<file path="config.mk">
export PLATFORM = sky130hd
export DESIGN_NAME = scc_conv_ctrl
export DESIGN_NICKNAME = d
export VERILOG_FILES = /design/src/design/scc_pkg.sv /design/src/design/scc_fifo.sv /design/src/design/scc_conv_ctrl.sv
export SDC_FILE = /design/constraint.sdc
export NUM_CORES = 1
export LEC_CHECK = 0
export BUFFER_PORTS_ARGS = -buffer_cell sky130_fd_sc_hd__buf_2
export CELL_PAD_IN_SITES_DETAIL_PLACEMENT = 0
export CELL_PAD_IN_SITES_GLOBAL_PLACEMENT = 1
export CORE_MARGIN = 8
export CORE_UTILIZATION = 49
export CTS_CLUSTER_DIAMETER = 60
export CTS_CLUSTER_SIZE = 16
export DETAILED_ROUTE_END_ITERATION = 8
export HOLD_SLACK_MARGIN = 0.05
export PLACE_DENSITY = 0.8
export SLEW_MARGIN = 5
export SYNTH_ARGS = -nofsm -noshare
export SYNTH_HDL_FRONTEND = slang
export SYNTH_SLANG_ARGS = --single-unit
</file>
<file path="constraint.sdc">
create_clock -name core_clk_in -period 4 [get_ports core_clk_in]
set_clock_uncertainty 0.2 [all_clocks]
set_input_delay 0.8 -clock core_clk_in [delete_from_list [all_inputs] [get_ports core_clk_in]]
set_output_delay 0.8 -clock core_clk_in [all_outputs]
set_load 0.05 [all_outputs]
</file>
<file path="src/design/scc_pkg.sv">
// Shared constants and types for the simultaneous conversion control block
package scc_pkg;
  localparam int CLK_MHZ = 250;
  localparam int NCH = 8;
  localparam int CODE_W = 16;
  localparam int FIFO_DEPTH = 8;
  // Whole conversion time for all channels, in ns; each channel takes one slot
  localparam int CONV_TIME_NS = 500;
  localparam int CONV_CYC = (CONV_TIME_NS * CLK_MHZ) / 1000;
  localparam int SLOT_CYC = CONV_CYC / NCH;
  localparam logic [7:0] SLOT_LAST = 8'(SLOT_CYC - 1);
  localparam logic [2:0] CHAN_LAST = 3'h7;
  // Register addresses
  localparam logic [7:0] ADDR_STATUS = 8'h01;
  localparam logic [7:0] ADDR_CONFIG = 8'h02;
  localparam logic [7:0] ADDR_SPAN_A = 8'h03;
  localparam logic [7:0] ADDR_SPAN_D = 8'h06;
  // Span register layout: two channels per register
  localparam int SPAN_LO_POS = 0;
  localparam int BW_LO_POS = 2;
  localparam int SPAN_HI_POS = 4;
  localparam int BW_HI_POS = 6;
  // Config and status layout
  localparam int CFG_EXTCLK_POS = 0;
  localparam int STAT_BUSY_POS = 0;
  localparam int STAT_SW_POS = 1;
  localparam int STAT_REF_POS = 2;
  // Reset values
  localparam logic [7:0] SPAN_REG_RST = 8'h22;
  localparam logic [7:0] CONFIG_RST = 8'h00;
  // Span codes
  localparam logic [1:0] SPAN_2V5 = 2'h0;
  localparam logic [1:0] SPAN_5V = 2'h1;
  localparam logic [1:0] SPAN_10V = 2'h2;
  localparam logic [1:0] SPAN_12V5 = 2'h3;
  typedef enum logic [0:0] {ST_IDLE, ST_CONV} scc_state_type;
endpackage : scc_pkg

</file>
<file path="src/design/scc_fifo.sv">
// Parameterised result FIFO with valid and ready on both sides
`timescale 1ns/1ns
module scc_fifo #(
  parameter int WIDTH = 16,
  parameter int DEPTH = 8
) (
  input wire logic core_clk_in,
  input wire logic nrst_in,
  input wire logic [WIDTH-1:0] s_data_in,
  input wire logic s_valid_in,
  output logic s_ready_out,
  output logic [WIDTH-1:0] m_data_out,
  output logic m_valid_out,
  input wire logic m_ready_in
);
  localparam int AW = $clog2(DEPTH);
  logic [WIDTH-1:0] mem_q [DEPTH];
  logic [AW-1:0] wr_ptr_q;
  logic [AW-1:0] rd_ptr_q;
  logic [AW:0] count_q;
  logic push_w;
  logic pop_w;

  // Full and empty come from the occupancy count
  assign s_ready_out = (count_q != (AW+1)'(DEPTH));
  assign m_valid_out = (count_q != '0);
  assign m_data_out = mem_q[rd_ptr_q];
  assign push_w = s_valid_in & s_ready_out;
  assign pop_w = m_valid_out & m_ready_in;

  // Storage write
  always_ff @(posedge core_clk_in) begin
    if (push_w) begin
      mem_q[wr_ptr_q] <= s_data_in;
    end
  end

  // Pointers wrap at the depth; count runs from zero up to the depth
  always_ff @(posedge core_clk_in) begin
    if (!nrst_in) begin
      wr_ptr_q <= '0;
      rd_ptr_q <= '0;
      count_q <= '0;
    end else begin
      if (push_w) begin
        wr_ptr_q <= (wr_ptr_q == AW'(DEPTH-1)) ? '0 : wr_ptr_q + 1'b1;
      end
      if (pop_w) begin
        rd_ptr_q <= (rd_ptr_q == AW'(DEPTH-1)) ? '0 : rd_ptr_q + 1'b1;
      end
      count_q <= count_q + (AW+1)'(push_w) - (AW+1)'(pop_w);
    end
  end
endmodule : scc_fifo

</file>
<file path="src/design/scc_conv_ctrl.sv">
// Conversion control: start handshake, span and reference selection, result readout
// How it works
// Hardware mode: span pin high gives wide span, low narrow, same for all channels.
// Host waits about 80 us after changing the span pin; avoid changes mid-conversion.
// Software mode: per-channel spans come from registers 0x03 to 0x06; pin ignored.
// Start rising edge samples all channels; busy high until all eight are converted.
// Start edges while busy are ignored and never begin a new conversion; with the external clock selected they advance the slot instead.
// New results readable after busy falls; previous ones stay readable during busy.
// All eight channels convert every time and every read carries all eight.
// Each result is a 16-bit two's-complement code.
// Conversions time from the core oscillator, or from the start pin in software mode.
// A per-channel high-bandwidth setting widens the anti-alias filter.
// Reference select high enables the internal reference; low uses the external one.
// After any reset the reference mode follows the select pin at that time. The code tracks the pin continuously, so later pin changes also take effect.
// All three oversampling pins high selects software mode; otherwise hardware mode.
// A read delivers the eight results in ascending order, channel 1 first.
// Host waits for busy to fall before the next start edge.
`timescale 1ns/1ns
module scc_conv_ctrl
  import scc_pkg::*;
(
  input wire logic core_clk_in,
  input wire logic nrst_in,
  input wire logic conversion_start_pin_in,
  input wire logic range_pin_in,
  input wire logic ref_select_pin_in,
  input wire logic [2:0] oversampling_ratio_pins_in,
  input wire logic [CODE_W-1:0] adc_code_in,
  input wire logic reg_wr_in,
  input wire logic [7:0] reg_addr_in,
  input wire logic [7:0] reg_wdata_in,
  input wire logic read_req_in,
  input wire logic data_ready_in,
  output logic busy_out,
  output logic sample_out,
  output logic [2:0] adc_chan_out,
  output logic [2*NCH-1:0] span_out,
  output logic [NCH-1:0] high_bw_out,
  output logic ref_int_en_out,
  output logic sw_mode_out,
  output logic [7:0] reg_rdata_out,
  output logic [CODE_W-1:0] data_out,
  output logic data_valid_out
);

  // Raw converter code is offset binary from negative full scale
  function automatic logic [CODE_W-1:0] to_twos(input logic [CODE_W-1:0] raw);
    to_twos = {~raw[CODE_W-1], raw[CODE_W-2:0]};
  endfunction : to_twos

  // Pick one channel's bandwidth bit and span field out of its span register
  function automatic logic [2:0] chan_cfg(input logic [7:0] regv, input logic hi);
    chan_cfg = hi ? {regv[BW_HI_POS], regv[SPAN_HI_POS+:2]}
                  : {regv[BW_LO_POS], regv[SPAN_LO_POS+:2]};
  endfunction : chan_cfg

  // Pin synchronisers: start, range, ref select, three oversampling pins
  logic [5:0] pin_s1_q;
  logic [5:0] pin_s2_q;
  logic start_prev_q;
  logic start_w;
  logic range_w;
  logic ref_w;
  logic [2:0] os_w;
  logic start_rise_w;

  always_ff @(posedge core_clk_in) begin
    if (!nrst_in) begin
      pin_s1_q <= '0;
      pin_s2_q <= '0;
      start_prev_q <= 1'b0;
    end else begin
      pin_s1_q <= {oversampling_ratio_pins_in, ref_select_pin_in, range_pin_in,
                   conversion_start_pin_in};
      pin_s2_q <= pin_s1_q;
      start_prev_q <= pin_s2_q[0];
    end
  end

  assign start_w = pin_s2_q[0];
  assign range_w = pin_s2_q[1];
  assign ref_w = pin_s2_q[2];
  assign os_w = pin_s2_q[5:3];
  assign start_rise_w = start_w & ~start_prev_q;

  // Registers
  logic [7:0] span_reg_q [4];
  logic [7:0] config_q;
  logic wr_span_w;
  logic [1:0] wr_idx_w;

  assign wr_span_w = reg_wr_in && (reg_addr_in >= ADDR_SPAN_A) && (reg_addr_in <= ADDR_SPAN_D);
  assign wr_idx_w = 2'(reg_addr_in - ADDR_SPAN_A);

  // Register writes; span registers hold values across mode changes
  always_ff @(posedge core_clk_in) begin
    if (!nrst_in) begin
      span_reg_q <= '{default: SPAN_REG_RST};
      config_q <= CONFIG_RST;
    end else begin
      if (wr_span_w) begin
        span_reg_q[wr_idx_w] <= reg_wdata_in;
      end
      if (reg_wr_in && reg_addr_in == ADDR_CONFIG) begin
        config_q <= reg_wdata_in;
      end
    end
  end

  // Mode decode and span selection
  logic sw_mode_w;
  logic ext_clk_w;
  logic [2*NCH-1:0] sw_span_w;
  logic [NCH-1:0] sw_bw_w;
  logic [2*NCH-1:0] hw_span_w;
  logic [2*NCH-1:0] span_d;
  logic [NCH-1:0] high_bw_d;

  assign sw_mode_w = &os_w;
  assign ext_clk_w = sw_mode_w & config_q[CFG_EXTCLK_POS];
  assign hw_span_w = {NCH{range_w ? SPAN_10V : SPAN_5V}};

  for (genvar c = 0; c < NCH; c++) begin : g_chan
    logic [2:0] cfg_w;
    assign cfg_w = chan_cfg(span_reg_q[c/2], 1'(c % 2));
    assign sw_span_w[2*c+:2] = cfg_w[1:0];
    assign sw_bw_w[c] = cfg_w[2];
  end

  assign span_d = sw_mode_w ? sw_span_w : hw_span_w;
  assign high_bw_d = sw_mode_w ? sw_bw_w : '0;

  // Configuration outputs, reference follows the synchronised select pin
  logic [2*NCH-1:0] span_q;
  logic [NCH-1:0] high_bw_q;
  logic ref_int_en_q;
  logic sw_mode_q;

  always_ff @(posedge core_clk_in) begin
    if (!nrst_in) begin
      span_q <= '0;
      high_bw_q <= '0;
      ref_int_en_q <= 1'b0;
      sw_mode_q <= 1'b0;
    end else begin
      span_q <= span_d;
      high_bw_q <= high_bw_d;
      ref_int_en_q <= ref_w;
      sw_mode_q <= sw_mode_w;
    end
  end

  // Conversion sequencer: eight slots, one per channel
  scc_state_type state_q;
  logic [7:0] slot_q;
  logic [2:0] chan_q;
  logic sample_q;
  logic tick_w;
  logic start_ok_w;
  logic slot_end_w;
  logic done_w;

  assign tick_w = ext_clk_w ? start_rise_w : 1'b1;
  assign start_ok_w = (state_q == ST_IDLE) && start_rise_w;
  assign slot_end_w = (state_q == ST_CONV) && tick_w && (slot_q == SLOT_LAST);
  assign done_w = slot_end_w && (chan_q == CHAN_LAST);

  always_ff @(posedge core_clk_in) begin
    if (!nrst_in) begin
      state_q <= ST_IDLE;
      slot_q <= '0;
      chan_q <= '0;
      sample_q <= 1'b0;
    end else begin
      sample_q <= start_ok_w;
      unique case (state_q)
        ST_IDLE: begin
          if (start_ok_w) begin
            state_q <= ST_CONV;
            slot_q <= '0;
            chan_q <= '0;
          end
        end
        ST_CONV: begin
          if (done_w) begin
            state_q <= ST_IDLE;
            chan_q <= '0;
          end else if (slot_end_w) begin
            slot_q <= '0;
            chan_q <= chan_q + 3'h1;
          end else if (tick_w) begin
            slot_q <= slot_q + 8'h01;
          end
        end
      endcase
    end
  end

  // Staging holds the set being converted; bank holds the readable set
  logic [CODE_W-1:0] stage_q [NCH];
  logic [CODE_W-1:0] bank_q [NCH];

  always_ff @(posedge core_clk_in) begin
    if (!nrst_in) begin
      stage_q <= '{default: '0};
      bank_q <= '{default: '0};
    end else begin
      if (slot_end_w) begin
        stage_q[chan_q] <= to_twos(adc_code_in);
      end
      if (done_w) begin
        bank_q <= stage_q;
        bank_q[CHAN_LAST] <= to_twos(adc_code_in);
      end
    end
  end

  // Readout walks the bank into the FIFO, stalled by FIFO back-pressure
  logic rd_act_q;
  logic [2:0] rd_idx_q;
  logic fifo_s_ready_w;
  logic push_w;

  assign push_w = rd_act_q & fifo_s_ready_w;

  always_ff @(posedge core_clk_in) begin
    if (!nrst_in) begin
      rd_act_q <= 1'b0;
      rd_idx_q <= '0;
    end else if (!rd_act_q) begin
      rd_act_q <= read_req_in;
      rd_idx_q <= '0;
    end else if (push_w) begin
      rd_idx_q <= rd_idx_q + 3'h1;
      rd_act_q <= (rd_idx_q != CHAN_LAST);
    end
  end

  logic [CODE_W-1:0] fifo_m_data_w;
  logic fifo_m_valid_w;
  logic pop_w;
  logic [CODE_W-1:0] out_data_q;
  logic out_valid_q;

  assign pop_w = fifo_m_valid_w & (~out_valid_q | data_ready_in);

  scc_fifo #(
    .WIDTH(CODE_W),
    .DEPTH(FIFO_DEPTH)
  ) u_fifo (
    .core_clk_in(core_clk_in),
    .nrst_in(nrst_in),
    .s_data_in(bank_q[rd_idx_q]),
    .s_valid_in(rd_act_q),
    .s_ready_out(fifo_s_ready_w),
    .m_data_out(fifo_m_data_w),
    .m_valid_out(fifo_m_valid_w),
    .m_ready_in(pop_w)
  );

  // Output register in front of the reader
  always_ff @(posedge core_clk_in) begin
    if (!nrst_in) begin
      out_valid_q <= 1'b0;
      out_data_q <= '0;
    end else if (pop_w) begin
      out_valid_q <= 1'b1;
      out_data_q <= fifo_m_data_w;
    end else if (data_ready_in) begin
      out_valid_q <= 1'b0;
    end
  end

  // Register read mux; unmapped addresses read zero
  logic [7:0] status_w;
  logic [7:0] rdata_w;
  logic rd_span_w;

  assign status_w = (8'(state_q == ST_CONV) << STAT_BUSY_POS)
                  | (8'(sw_mode_q) << STAT_SW_POS)
                  | (8'(ref_int_en_q) << STAT_REF_POS);
  assign rd_span_w = (reg_addr_in >= ADDR_SPAN_A) && (reg_addr_in <= ADDR_SPAN_D);
  assign rdata_w = (reg_addr_in == ADDR_STATUS) ? status_w :
                   (reg_addr_in == ADDR_CONFIG) ? config_q :
                   rd_span_w ? span_reg_q[wr_idx_w] : 8'h00;

  logic [7:0] reg_rdata_q;

  always_ff @(posedge core_clk_in) begin
    if (!nrst_in) begin
      reg_rdata_q <= 8'h00;
    end else begin
      reg_rdata_q <= rdata_w;
    end
  end

  logic busy_q;

  always_ff @(posedge core_clk_in) begin
    if (!nrst_in) begin
      busy_q <= 1'b0;
    end else begin
      busy_q <= (state_q == ST_CONV) ? ~done_w : start_ok_w;
    end
  end

  assign busy_out = busy_q;
  assign sample_out = sample_q;
  assign adc_chan_out = chan_q;
  assign span_out = span_q;
  assign high_bw_out = high_bw_q;
  assign ref_int_en_out = ref_int_en_q;
  assign sw_mode_out = sw_mode_q;
  assign reg_rdata_out = reg_rdata_q;
  assign data_out = out_data_q;
  assign data_valid_out = out_valid_q;
endmodule : scc_conv_ctrl

</file>
Word level (Yosys, flattened, before mapping)
Memories as Yosys holds them, arrays and structs flattened. A register that Yosys moved wholly into a read port is not among the register bits. Index checks and enable logic that the tools add are counted. W data, S select, Z words.

Reduce and logical (&&, ||, !) cells: 18. Equal/unequal tests: 12. Bitwise gates (word level): 16. Mux-type cells: 39. Magnitude comparators: 7. $add $sub $neg: 8.

Operator list (count): $bwmux W128 (1); $mux W8 (10); $mux W16 (4); $bmux W16 S3 (1); $demux W16 S3 (1); $bwmux W32 (1); $bmux W8 S2 (1); $demux W8 S2 (1); $pmux W8 S2 (1); $mux W3 (5); $add A3 B1 Y3 const B (4); $logic_and A1 B1 Y1 (10); $mux W1 (10); $eq A3 B3 Y1 const B (3); $add A8 B1 Y8 const B (1); $eq A8 B1 Y1 const B (1); $eq A8 B2 Y1 const B (1); $eq A8 B4 Y1 const B (1); $ge A4 B4 Y1 const B (2); $ge A8 B2 Y1 const B (1); $le A8 B3 Y1 const B (1); $not A3 Y4 (2); $ne A3 B1 Y1 const B (2); $pmux W3 S2 (1); 23 further kinds (34).

Word-level logic and storage cells: 141. Bits in registers: 372. RAM bits: 128. Memories: 1. Bits of input ports: 43. Output and inout bits: 56.

Memory list: u_fifo.mem_q (words 8, width 16, read ports 1, clocked after memory_dff 1, write ports 1, line scc_fifo.sv:17) `logic [WIDTH-1:0] mem_q [DEPTH];`.

Logic depth before layout (Yosys ltp)
Gate-level depths: netlist (run 1).

Word-level depth: 8. Mapped depth: 13. Depth with buffers taken out: 12.

Modules after synthesis
Synthesis (run 1) repeated with hierarchy kept, for this count alone.

Cells, all modules: 1743. Area, all modules: 19362.3 um2.

By module, submodules not included: scc_conv_ctrl (cells each 1478, area each 13734.4 um2, seq. area each 7226.9 um2, instances 1); scc_fifo (cells each 265, area each 5627.9 um2, seq. area each 4103.9 um2, instances 1).

Least setup slack after synthesis (run 1)
No wires, ideal clock.

Path type: reg2reg. Start: register u_fifo.count_q[2]. End: memory u_fifo.mem_q[0][0] (enable). Arrival: 2.524 ns. Clock period less this slack: 3.154 ns. Required time: 3.370 ns. Setup slack: 0.846 ns. Setup time: 0.430 ns. Stages on the path, launching flop included: 6. Path buffers: 0. Cells stage by stage: dfxtp_1 inv_1 ha_1 nand2_1 nand2_1 nor4_1.

Word-level cells in the longest chain between the ends: 4.

Ends and longest elaborated chain: from (decl) (line scc_fifo.sv:20) `logic [AW:0] count_q;`; from (signal assigned) (line scc_fifo.sv:51) `count_q <= count_q + (AW+1)'(push_w) - (AW+1)'(pop_w);`; $ne A4 B4 Y1 (line scc_fifo.sv:25) `assign s_ready_out = (count_q != (AW+1)'(DEPTH));`; $and A1 B1 Y1 (line scc_fifo.sv:28) `assign push_w = s_valid_in & s_ready_out;`; $mux W1 (line scc_fifo.sv:33) `if (push_w) begin`; $mux W1 (not written as such) (line scc_fifo.sv:34) `mem_q[wr_ptr_q] <= s_data_in;`; to (decl) (line scc_fifo.sv:17).

Every way passes these cells.

Worst setup path in the final report (run 1)
Start: register slot_q[0]. End: register bank_q[3] (netlist bit).

Word-level cells in the longest chain between the ends: 3.

Ends and longest elaborated chain: from (decl) (line scc_conv_ctrl.sv:155) `logic [7:0] slot_q;`; from (signal assigned) (line scc_conv_ctrl.sv:192) `slot_q <= slot_q + 8'h01;`; $eq A8 B4 Y1 (line scc_conv_ctrl.sv:165) `assign slot_end_w = (state_q == ST_CONV) && tick_w && (slot_q == SLOT_LAST);`; $logic_and A1 B1 Y1 (line scc_conv_ctrl.sv:165); $logic_and A1 B1 Y1 (line scc_conv_ctrl.sv:166) `assign done_w = slot_end_w && (chan_q == CHAN_LAST);`; to (signal assigned) (line scc_conv_ctrl.sv:212) `bank_q <= stage_q;`; to (signal, indexed assignment) (line scc_conv_ctrl.sv:213) `bank_q[CHAN_LAST] <= to_twos(adc_code_in);`; to (decl) (line scc_conv_ctrl.sv:201) `logic [CODE_W-1:0] bank_q [NCH];`.

Every way passes these cells. A chain may end at the register's enable or synchronous reset.

==> Implementation_results.wiki, run 1 <==
{| class="wikitable"
! Metric !! Value
|-
| Starting utilization of the core area || 0.495
|-
| Number of CTS-inserted buffers || 41
|-
| Initial antenna violation count || 1
|-
| Critical Path Max Stage Delay || 0.51 ns
|-
| Post-route DRC || 0
|-
| Post-synth EDFFs || 128
|-
| Final slew viol count || 0
|-
| Buffer levels on the longest clock path || 3
|-
| Post-CTS Setup Repair Bufs || 0
|-
| Clock latency of the later-clocked register in the worst-skew pair || 0.54 ns
|-
| Row cnt || 72
|-
| Total global routing overflow || 0
|-
| Drt first pass iters || 5
|-
| Crit start category || register
|-
| Port bufs || 98
|-
| Total of endpoints with negative setup slack in the final report || 0
|-
| Depth of the critical timing path with buffers and inverters included || 8
|-
| Unrepaired setup endpoints after global routing || false
|-
| Synthesized area || 0.0191 mm^2
|-
| Critical path, cell by cell || inv_1 > ha_1 > nor4b_4 > o311a_1 > and2_4 > buf_4 > nand2_1 > a21oi_1
|-
| Via count of the first global-routing pass || 12600
|-
| End-of-flow core utilization || 0.551
|-
| CTS sink count || 499
|-
| Outcome || completed
|-
| Start-to-end type of the worst setup path || reg2reg
|-
| Worst Setup Slack post-DPL || 0.917 ns
|-
| Clock transition at the register clock pins on the worst setup and hold paths after CTS || 0.07 ns
|-
| Number of filler cells placed in the layout || 3462
|-
| Reg2Reg Setup Slack || 1.24 ns
|-
| Setup ws final || 1.24 ns
|-
| Area taken by flip-flops and latches || 0.0113 mm^2
|-
| Clock tree from TritonCTS || built
|-
| Arrival time of data at the critical path endpoint || 3.02 ns
|-
| Post-synth top flop || sky130_fd_sc_hd__dfxtp_1
|-
| Leakage power of the design || 0.00738 uW
|-
| Wirelength, routed || 42100 um
|-
| Final cell count without fillers || 2338
|-
| DP HPWL || 25800 um
|-
| Gate family responsible for the most delay along the worst path || simple AND/OR/NAND/NOR gates
|-
| Number of synthesis warnings || 0
|-
| Share of the cycle needed by the critical path after routing || 0.690
|-
| Max-cap violations || 0
|-
| Peak supply drop || 0.000390 V
|-
| Routed wirelength normalized by instance count || 18.0 um
|-
| Slew @ Worst Pin || 1.16 ns
|-
| Worst min-delay path class || reg2reg
|-
| Die outline height || 213 um
|-
| Final Hold Viols || 0
|-
| Highest net fanout along the worst path || 38
|-
| Share of flip-flops with an asynchronous set or reset after synthesis || 0
|-
| Number of levels in the clock H-tree || 2
|-
| Synthesized area per cell || 10.9 um^2
|-
| Detailed router's first-iteration violation count || 872
|-
| Register area share after synthesis || 0.590
|-
| Total nets after synthesis || 1823
|-
| Slowest CP cell || sky130_fd_sc_hd__o311a_1
|-
| Pin count of the biggest net entering global routing || 143
|-
| Total track usage || 0.187
|-
| Die width || 213 um
|-
| Global-route wire length before repair || 68300 um
|-
| Worst Path Required || 4.26 ns
|-
| #FFs+latches synth || 499
|-
| PostCTS Resize Cnt || 0
|-
| Nature of the critical path endpoint || register
|-
| Area grow syn2layout || 11.2%
|-
| Tightest slew margin relative to the limit || 0.224
|-
| Worst reg2reg path depth || 8
|-
| Crit path buffers/inverters || 2
|-
| Placed Instances || 2273
|-
| Power density normalized to cell area || 519 mW/mm^2
|-
| Number of top-level design ports || 99
|-
| Nets || 1862
|-
| Ratio of routed vias to standard cells || 5.46
|-
| # hold bufs at CTS || 0
|-
| Core outline area || 0.0386 mm^2
|-
| Number of nets still failing antenna checks after routing || 0
|-
| Final sum of negative setup slack || 0 ns
|-
| Synth cell types || 55
|-
| Upper clock frequency limit || 363 MHz
|-
| Synthesized instance count || 1759
|-
| Share of post-route cells with drive strength above 1 || 0.158
|-
| Die Footprint || 0.0456 mm^2
|-
| Combined area of the multi-input logic cells || 0.00721 mm^2
|-
| Number of vias after detailed routing || 12800
|-
| Time the final worst path needs with I/O delays and setup || 2.76 ns
|-
| Worst hold slack || 0.234 ns
|-
| Count of cells along the worst hold path || 1
|-
| Final RePlAce weighted congestion || 0.808
|-
| Root buffer selected by CTS || sky130_fd_sc_hd__clkbuf_16
|}
[routing by layer]
metal / GRT usage / up-vias / routed length (um)
met5: 0 / - / 0
met3: 0.0285 / 61 / 1960
met2: 0.313 / 240 / 20000
met4: 0.0499 / 0 / 782
met1: 0.252 / 6189 / 19400
li1: - / 6278 / -
[stage by stage]
stage	cell area (um^2)	total power, uW
3_3_place_gp	20000	7170
5_1_grt	21200	11500
3_5_place_dp	20000	7200
6_report	21200	11000
2_1_floorplan	19100	6790
4_1_cts	21200	11200
[layout make-up]
type                       instances  area share
antenna                            1    0.000118
clock buffer                      52      0.0507
clock inverter                    12     0.00954
inverter                          15     0.00289
multi-input combinational       1115       0.340
sequential                       499       0.531
tap                              518      0.0305
timing repair buffer             126      0.0356
[registers in the layout (all words and copies together), names as in the netlist, 4 cells and up]
name            cells
bank_q            128
config_q            8
pin_s2_q            6
reg_rdata_out       8
u_fifo.mem_q      128
data_out           16
span_out           16
span_reg_q          8
stage_q           112
u_fifo.count_q      4
slot_q              8
g_chan.cfg_w       24
pin_s1_q            6
high_bw_out         8
[Yosys cell counts, types with 14 or more instances]
master | instances | share of area
sky130_fd_sc_hd__nand2_1 | 372 | 0.073
sky130_fd_sc_hd__buf_2 | 19 | 0.0050
sky130_fd_sc_hd__clkbuf_1 | 82 | 0.016
sky130_fd_sc_hd__dfxtp_1 | 371 | 0.39
sky130_fd_sc_hd__inv_1 | 14 | 0.0028
sky130_fd_sc_hd__mux2_2 | 16 | 0.0094
sky130_fd_sc_hd__o21ai_0 | 128 | 0.034
sky130_fd_sc_hd__mux4_2 | 72 | 0.085
sky130_fd_sc_hd__edfxtp_1 | 128 | 0.20
sky130_fd_sc_hd__mux2i_1 | 52 | 0.027
sky130_fd_sc_hd__ha_1 | 20 | 0.013
sky130_fd_sc_hd__and2_1 | 18 | 0.0059
sky130_fd_sc_hd__a21oi_1 | 180 | 0.047
sky130_fd_sc_hd__nor2_1 | 39 | 0.0077
sky130_fd_sc_hd__nand3_1 | 128 | 0.034
[worst reg2reg max path, stage by stage, from the launching register on]
cell                      delay, ns
sky130_fd_sc_hd__dfxtp_1       0.35
sky130_fd_sc_hd__inv_1         0.09
sky130_fd_sc_hd__ha_1          0.15
sky130_fd_sc_hd__nor4b_4       0.31
sky130_fd_sc_hd__o311a_1       0.51
sky130_fd_sc_hd__and2_4        0.37
sky130_fd_sc_hd__buf_4         0.43
sky130_fd_sc_hd__nand2_1       0.14
sky130_fd_sc_hd__a21oi_1       0.14
[power breakdown]
part	total [uW]	leakage (uW)	switching [uW]	internal, uW
clock network	3970	0.000614	1790	2180
logic	1530	0.00257	931	603
registers	5520	0.00420	198	5330
total	11000	0.00738	2920	8110
[cell families after synthesis]
logic type,synth area share
and+or+nand+nor,0.142
DFF,0.590
AOI/OAI and AO/OA,0.0960
buffers and inverters,0.0352
muxes,0.122
adders and majority gates,0.0141
xor gates and xnor gates,0.00138
[path summary, 6_finish.rpt]
path	startpoint	endpoint
max	slot_q[0]	bank_q[3]
max reg2reg	slot_q[0]	bank_q[3]
min	pin_s1_q[4]	pin_s2_q[4]
min reg2reg	pin_s1_q[4]	pin_s2_q[4]
[cell usage in the layout (no fill, tap or decap), types with 5 or more instances in the layout]
master / instances
sky130_fd_sc_hd__dfxtp_1: 368
sky130_fd_sc_hd__a22oi_1: 8
sky130_fd_sc_hd__ha_1: 20
sky130_fd_sc_hd__nand3_1: 128
sky130_fd_sc_hd__edfxtp_1: 128
sky130_fd_sc_hd__and2_1: 17
sky130_fd_sc_hd__nand3b_1: 5
sky130_fd_sc_hd__o21ai_0: 128
sky130_fd_sc_hd__mux2_2: 16
sky130_fd_sc_hd__mux4_2: 72
sky130_fd_sc_hd__clkbuf_1: 10
sky130_fd_sc_hd__nand2_1: 372
sky130_fd_sc_hd__buf_4: 24
sky130_fd_sc_hd__buf_2: 97
sky130_fd_sc_hd__nor2_1: 39
sky130_fd_sc_hd__clkbuf_16: 41
sky130_fd_sc_hd__nand2b_1: 5
sky130_fd_sc_hd__inv_1: 14
sky130_fd_sc_hd__and3_1: 10
sky130_fd_sc_hd__mux2i_1: 52
sky130_fd_sc_hd__a21oi_1: 180
sky130_fd_sc_hd__o21a_1: 9
Power figures use the tool's default switching activity.
==> run 2: changes to the inputs <==
==> constraint.sdc (replaced) <==
create_clock -name core_clk_in -period 2.6 [get_ports core_clk_in]
set_clock_uncertainty 0.2 [all_clocks]
set_input_delay 0.52 -clock core_clk_in [delete_from_list [all_inputs] [get_ports core_clk_in]]
set_output_delay 0.52 -clock core_clk_in [all_outputs]
set_load 0.05 [all_outputs]
==> run 2 against run 1 <==
  * First-iteration DRC count fell by 10%
  * Utilization rose by 0.99 points
  * Global-route usage is 0.14 points higher
  * Maximum frequency is 18% higher
  * Register-to-register slack lost 0.99 ns
  * Clock power is 45% higher
  * Combinational power increased by 72%
  * Cell count rose by 1.5%
  * Sequential power increased by 51%
  * Non-clock buffer count is 39 higher
  * Largest power group unchanged
==> Implementation_results.wiki, run 2 (synthesis results as in run 1) <==
{| class="wikitable"
! Metric !! Value
|-
| Outcome || completed (unchanged)
|-
| Internal power consumption || 12300 uW (was 8110 uW)
|-
| Clock latency of the later-clocked register in the worst-skew pair || 0.53 ns (was 0.54 ns)
|-
| Post-route DRC || 0 (unchanged)
|-
| Share of post-route cells with drive strength above 1 || 0.165 (was 0.158)
|-
| Worst Path Required || 2.79 ns (was 4.26 ns)
|-
| DP HPWL || 25500 um (was 25800 um)
|-
| Startpoint of the tightest hold check path || reg_wdata_in[5] (was pin_s1_q[4])
|-
| CTS sink count || 499 (unchanged)
|-
| Top library cells by usage in the layout, fill and taps aside || sky130_fd_sc_hd__nand2_1, sky130_fd_sc_hd__dfxtp_1, sky130_fd_sc_hd__a21oi_1 (unchanged)
|-
| Total global routing overflow || 0 (unchanged)
|-
| Power density normalized to cell area || 773 mW/mm^2 (was 519 mW/mm^2)
|-
| Arrival time of data at the critical path endpoint || 2.53 ns (was 3.02 ns)
|-
| Final sum of negative setup slack || 0 ns (unchanged)
|-
| Final RePlAce weighted congestion || 0.786 (was 0.808)
|-
| Reg2Reg Setup Slack || 0.25 ns (was 1.24 ns)
|-
| Nature of the critical path endpoint || register (unchanged)
|-
| Placed Instances || 2297 (was 2273)
|-
| Launch instance of the worst register-to-register path || slot_q[1] (was slot_q[0])
|-
| Max-cap violations || 0 (unchanged)
|-
| Crit start category || register (unchanged)
|-
| Leakage power of the design || 0.00758 uW (was 0.00738 uW)
|-
| Highest net fanout along the worst path || 43 (was 38)
|-
| Worst reg2reg path depth || 8 (unchanged)
|-
| Worst Setup Slack post-DPL || 0.0961 ns (was 0.917 ns)
|-
| Core outline area || 0.0386 mm^2 (unchanged)
|-
| Nets || 1899 (was 1862)
|-
| Global-route wire length before repair || 69000 um (was 68300 um)
|-
| Number of top-level design ports || 99 (unchanged)
|-
| Final Power || 16700 uW (was 11000 uW)
|-
| Area grow syn2layout || 13.2% (was 11.2%)
|-
| Gate family responsible for the most delay along the worst path || simple AND/OR/NAND/NOR gates (unchanged)
|-
| Final cell count without fillers || 2374 (was 2338)
|-
| Final Hold Viols || 0 (unchanged)
|-
| Crit-path most repeated cell || sky130_fd_sc_hd__buf_4
|-
| Number of nets still failing antenna checks after routing || 0 (unchanged)
|-
| PostCTS Resize Cnt || 0 (unchanged)
|-
| # hold bufs at CTS || 15 (was 0)
|-
| Clock tree from TritonCTS || built (unchanged)
|-
| Via count of the first global-routing pass || 12700 (was 12600)
|-
| Number of levels in the clock H-tree || 2 (unchanged)
|-
| Starting utilization of the core area || 0.495 (unchanged)
|-
| Worst min-delay path class || in2reg (was reg2reg)
|-
| Drt first pass iters || 5 (unchanged)
|-
| Peak supply drop || 0.000480 V (was 0.000390 V)
|-
| Logic pwr share || 0.157 (was 0.139)
|-
| Die Footprint || 0.0456 mm^2 (unchanged)
|-
| Crit path buffers/inverters || 2 (unchanged)
|-
| Total track usage || 0.188 (was 0.187)
|-
| Number of CTS-inserted buffers || 39 (was 41)
|-
| Worst hold path endpoint || g_chan[3].cfg_w[1] (was pin_s2_q[4])
|-
| Unrepaired setup endpoints after global routing || false (unchanged)
|-
| Buffer levels on the longest clock path || 3 (unchanged)
|-
| Die width || 213 um (unchanged)
|-
| Clock transition at the register clock pins on the worst setup and hold paths after CTS || 0.07 ns (about the same)
|-
| Commonest non-fill, non-tap cell in the layout || sky130_fd_sc_hd__nand2_1 (unchanged)
|-
| Number of vias after detailed routing || 12800 (about the same)
|-
| Critical Path Max Stage Delay || 0.42 ns (was 0.51 ns)
|-
| Switching Share || 0.265 (about the same)
|-
| Total of endpoints with negative setup slack in the final report || 0 (unchanged)
|-
| Switching power || 4440 uW (was 2920 uW)
|-
| Post-CTS Setup Repair Bufs || 0 (unchanged)
|-
| Die outline height || 213 um (unchanged)
|-
| End-of-flow core utilization || 0.561 (was 0.551)
|-
| Setup ws final || 0.254 ns (was 1.24 ns)
|-
| Final slew viol count || 0 (unchanged)
|-
| Slowest CP cell || sky130_fd_sc_hd__dfxtp_1 (was sky130_fd_sc_hd__o311a_1)
|-
| Upper clock frequency limit || 426 MHz (was 363 MHz)
|-
| Routed wirelength normalized by instance count || 17.9 um (was 18.0 um)
|-
| Port bufs || 98 (unchanged)
|-
| Root buffer selected by CTS || sky130_fd_sc_hd__clkbuf_16 (unchanged)
|-
| Share of total power in sequential cells || 0.497 (was 0.501)
|-
| Detailed router's first-iteration violation count || 785 (was 872)
|-
| Endpoint of the worst register-to-register path || bank_q[29] (was bank_q[3])
|-
| Critical path, cell by cell || ha_1 > nor4b_4 > o311a_1 > buf_4 > nand2_4 > buf_4 > nand2_1 > a21oi_1 (was inv_1 > ha_1 > nor4b_4 > o311a_1 > and2_4 > buf_4 > nand2_1 > a21oi_1)
|-
| Count of cells along the worst hold path || 3 (was 1)
|-
| Initial antenna violation count || 1 (unchanged)
|-
| Largest registers || bank_q (128), u_fifo.mem_q (128), stage_q (112) (unchanged)
|-
| Time the final worst path needs with I/O delays and setup || 2.35 ns (was 2.76 ns)
|-
| Pin count of the biggest net entering global routing || 101 (was 143)
|-
| Row cnt || 72 (unchanged)
|-
| Part of the power in the clock network || 0.345 (was 0.360)
|-
| Slew @ Worst Pin || 0.876 ns (was 1.16 ns)
|-
| Ratio of routed vias to standard cells || 5.40 (was 5.46)
|-
| Start-to-end type of the worst setup path || reg2reg (unchanged)
|-
| Tightest slew margin relative to the limit || 0.416 (was 0.224)
|-
| Wirelength, routed || 42600 um (was 42100 um)
|-
| Share of the cycle needed by the critical path after routing || 0.902 (was 0.690)
|}
## run 2: changes by cell type in the layout (fill, tap and decap cells not counted), sizes merged
| cell | previous run | this run |
|---|---|---|
| inv | 15 | 18 |
| bufinv | 4 | 1 |
| buf | 126 | 150 |
| clkinvlp | 2 | 1 |
| clkinv | 6 | 2 |
| dlygate4sd3 | 0 | 15 |
| clkbuf | 52 | 54 |
## run 2: how the worst max path moves through the flow
stage	start	endpoint	slack, ns	cells after the start
4_1_cts	slot_q[1]	bank_q[42]	0.25	8
3_3_place_gp	reg_addr_in[7]	g_chan[1].cfg_w[1]	0.17	7
6_report	slot_q[1]	bank_q[29]	0.25	8
2_1_floorplan	u_fifo.count_q[2]	u_fifo.mem_q[2][0]	-0.16	5
5_1_grt	slot_q[0]	bank_q[57]	0.06	9
3_5_place_dp	reg_addr_in[7]	span_reg_q[31]	0.1	7
## run 2: area by class of cell
class                      instances  area, um^2
clock buffer                      54        1110
tap                              518         648
multi-input combinational       1115        7200
antenna                            1        2.50
timing repair buffer             165        1250
inverter                          15        61.3
clock inverter                     7        73.8
fill                            3447       16900
sequential                       499       11300
## run 2: worst min-delay path: stages
cell,delay [ns]
sky130_fd_sc_hd__buf_2,0.13
sky130_fd_sc_hd__mux2i_1,0.07
sky130_fd_sc_hd__nand2_1,0.06
## run 2: metal layers
metal  wire length (um)  vias to the layer above  global-route usage
li1                   -                     6344                   -
met1              19900                     6233               0.258
met2              20400                      207               0.316
met3               1660                       47              0.0272
met4                600                        0              0.0421
met5                  0                        -                   0
## run 2: through the flow
step | instance area, um^2 | hold WS, ns
floorplan | 19100 | 0.212
global placement | 20300 | 0.220
detailed placement | 20300 | 0.220
CTS | 21600 | 0.0528
global route | 21600 | 0.0657
finish | 21600 | 0.0764
## run 2: power groups by stage
stage	combinational (uW)	sequential [uW]	clock (uW)
3_3_place_gp	2650	8490	0
3_5_place_dp	2650	8500	0
6_report	2630	8320	5770
4_1_cts	2680	8320	5920
5_1_grt	2870	8350	6210
2_1_floorplan	1470	8980	0
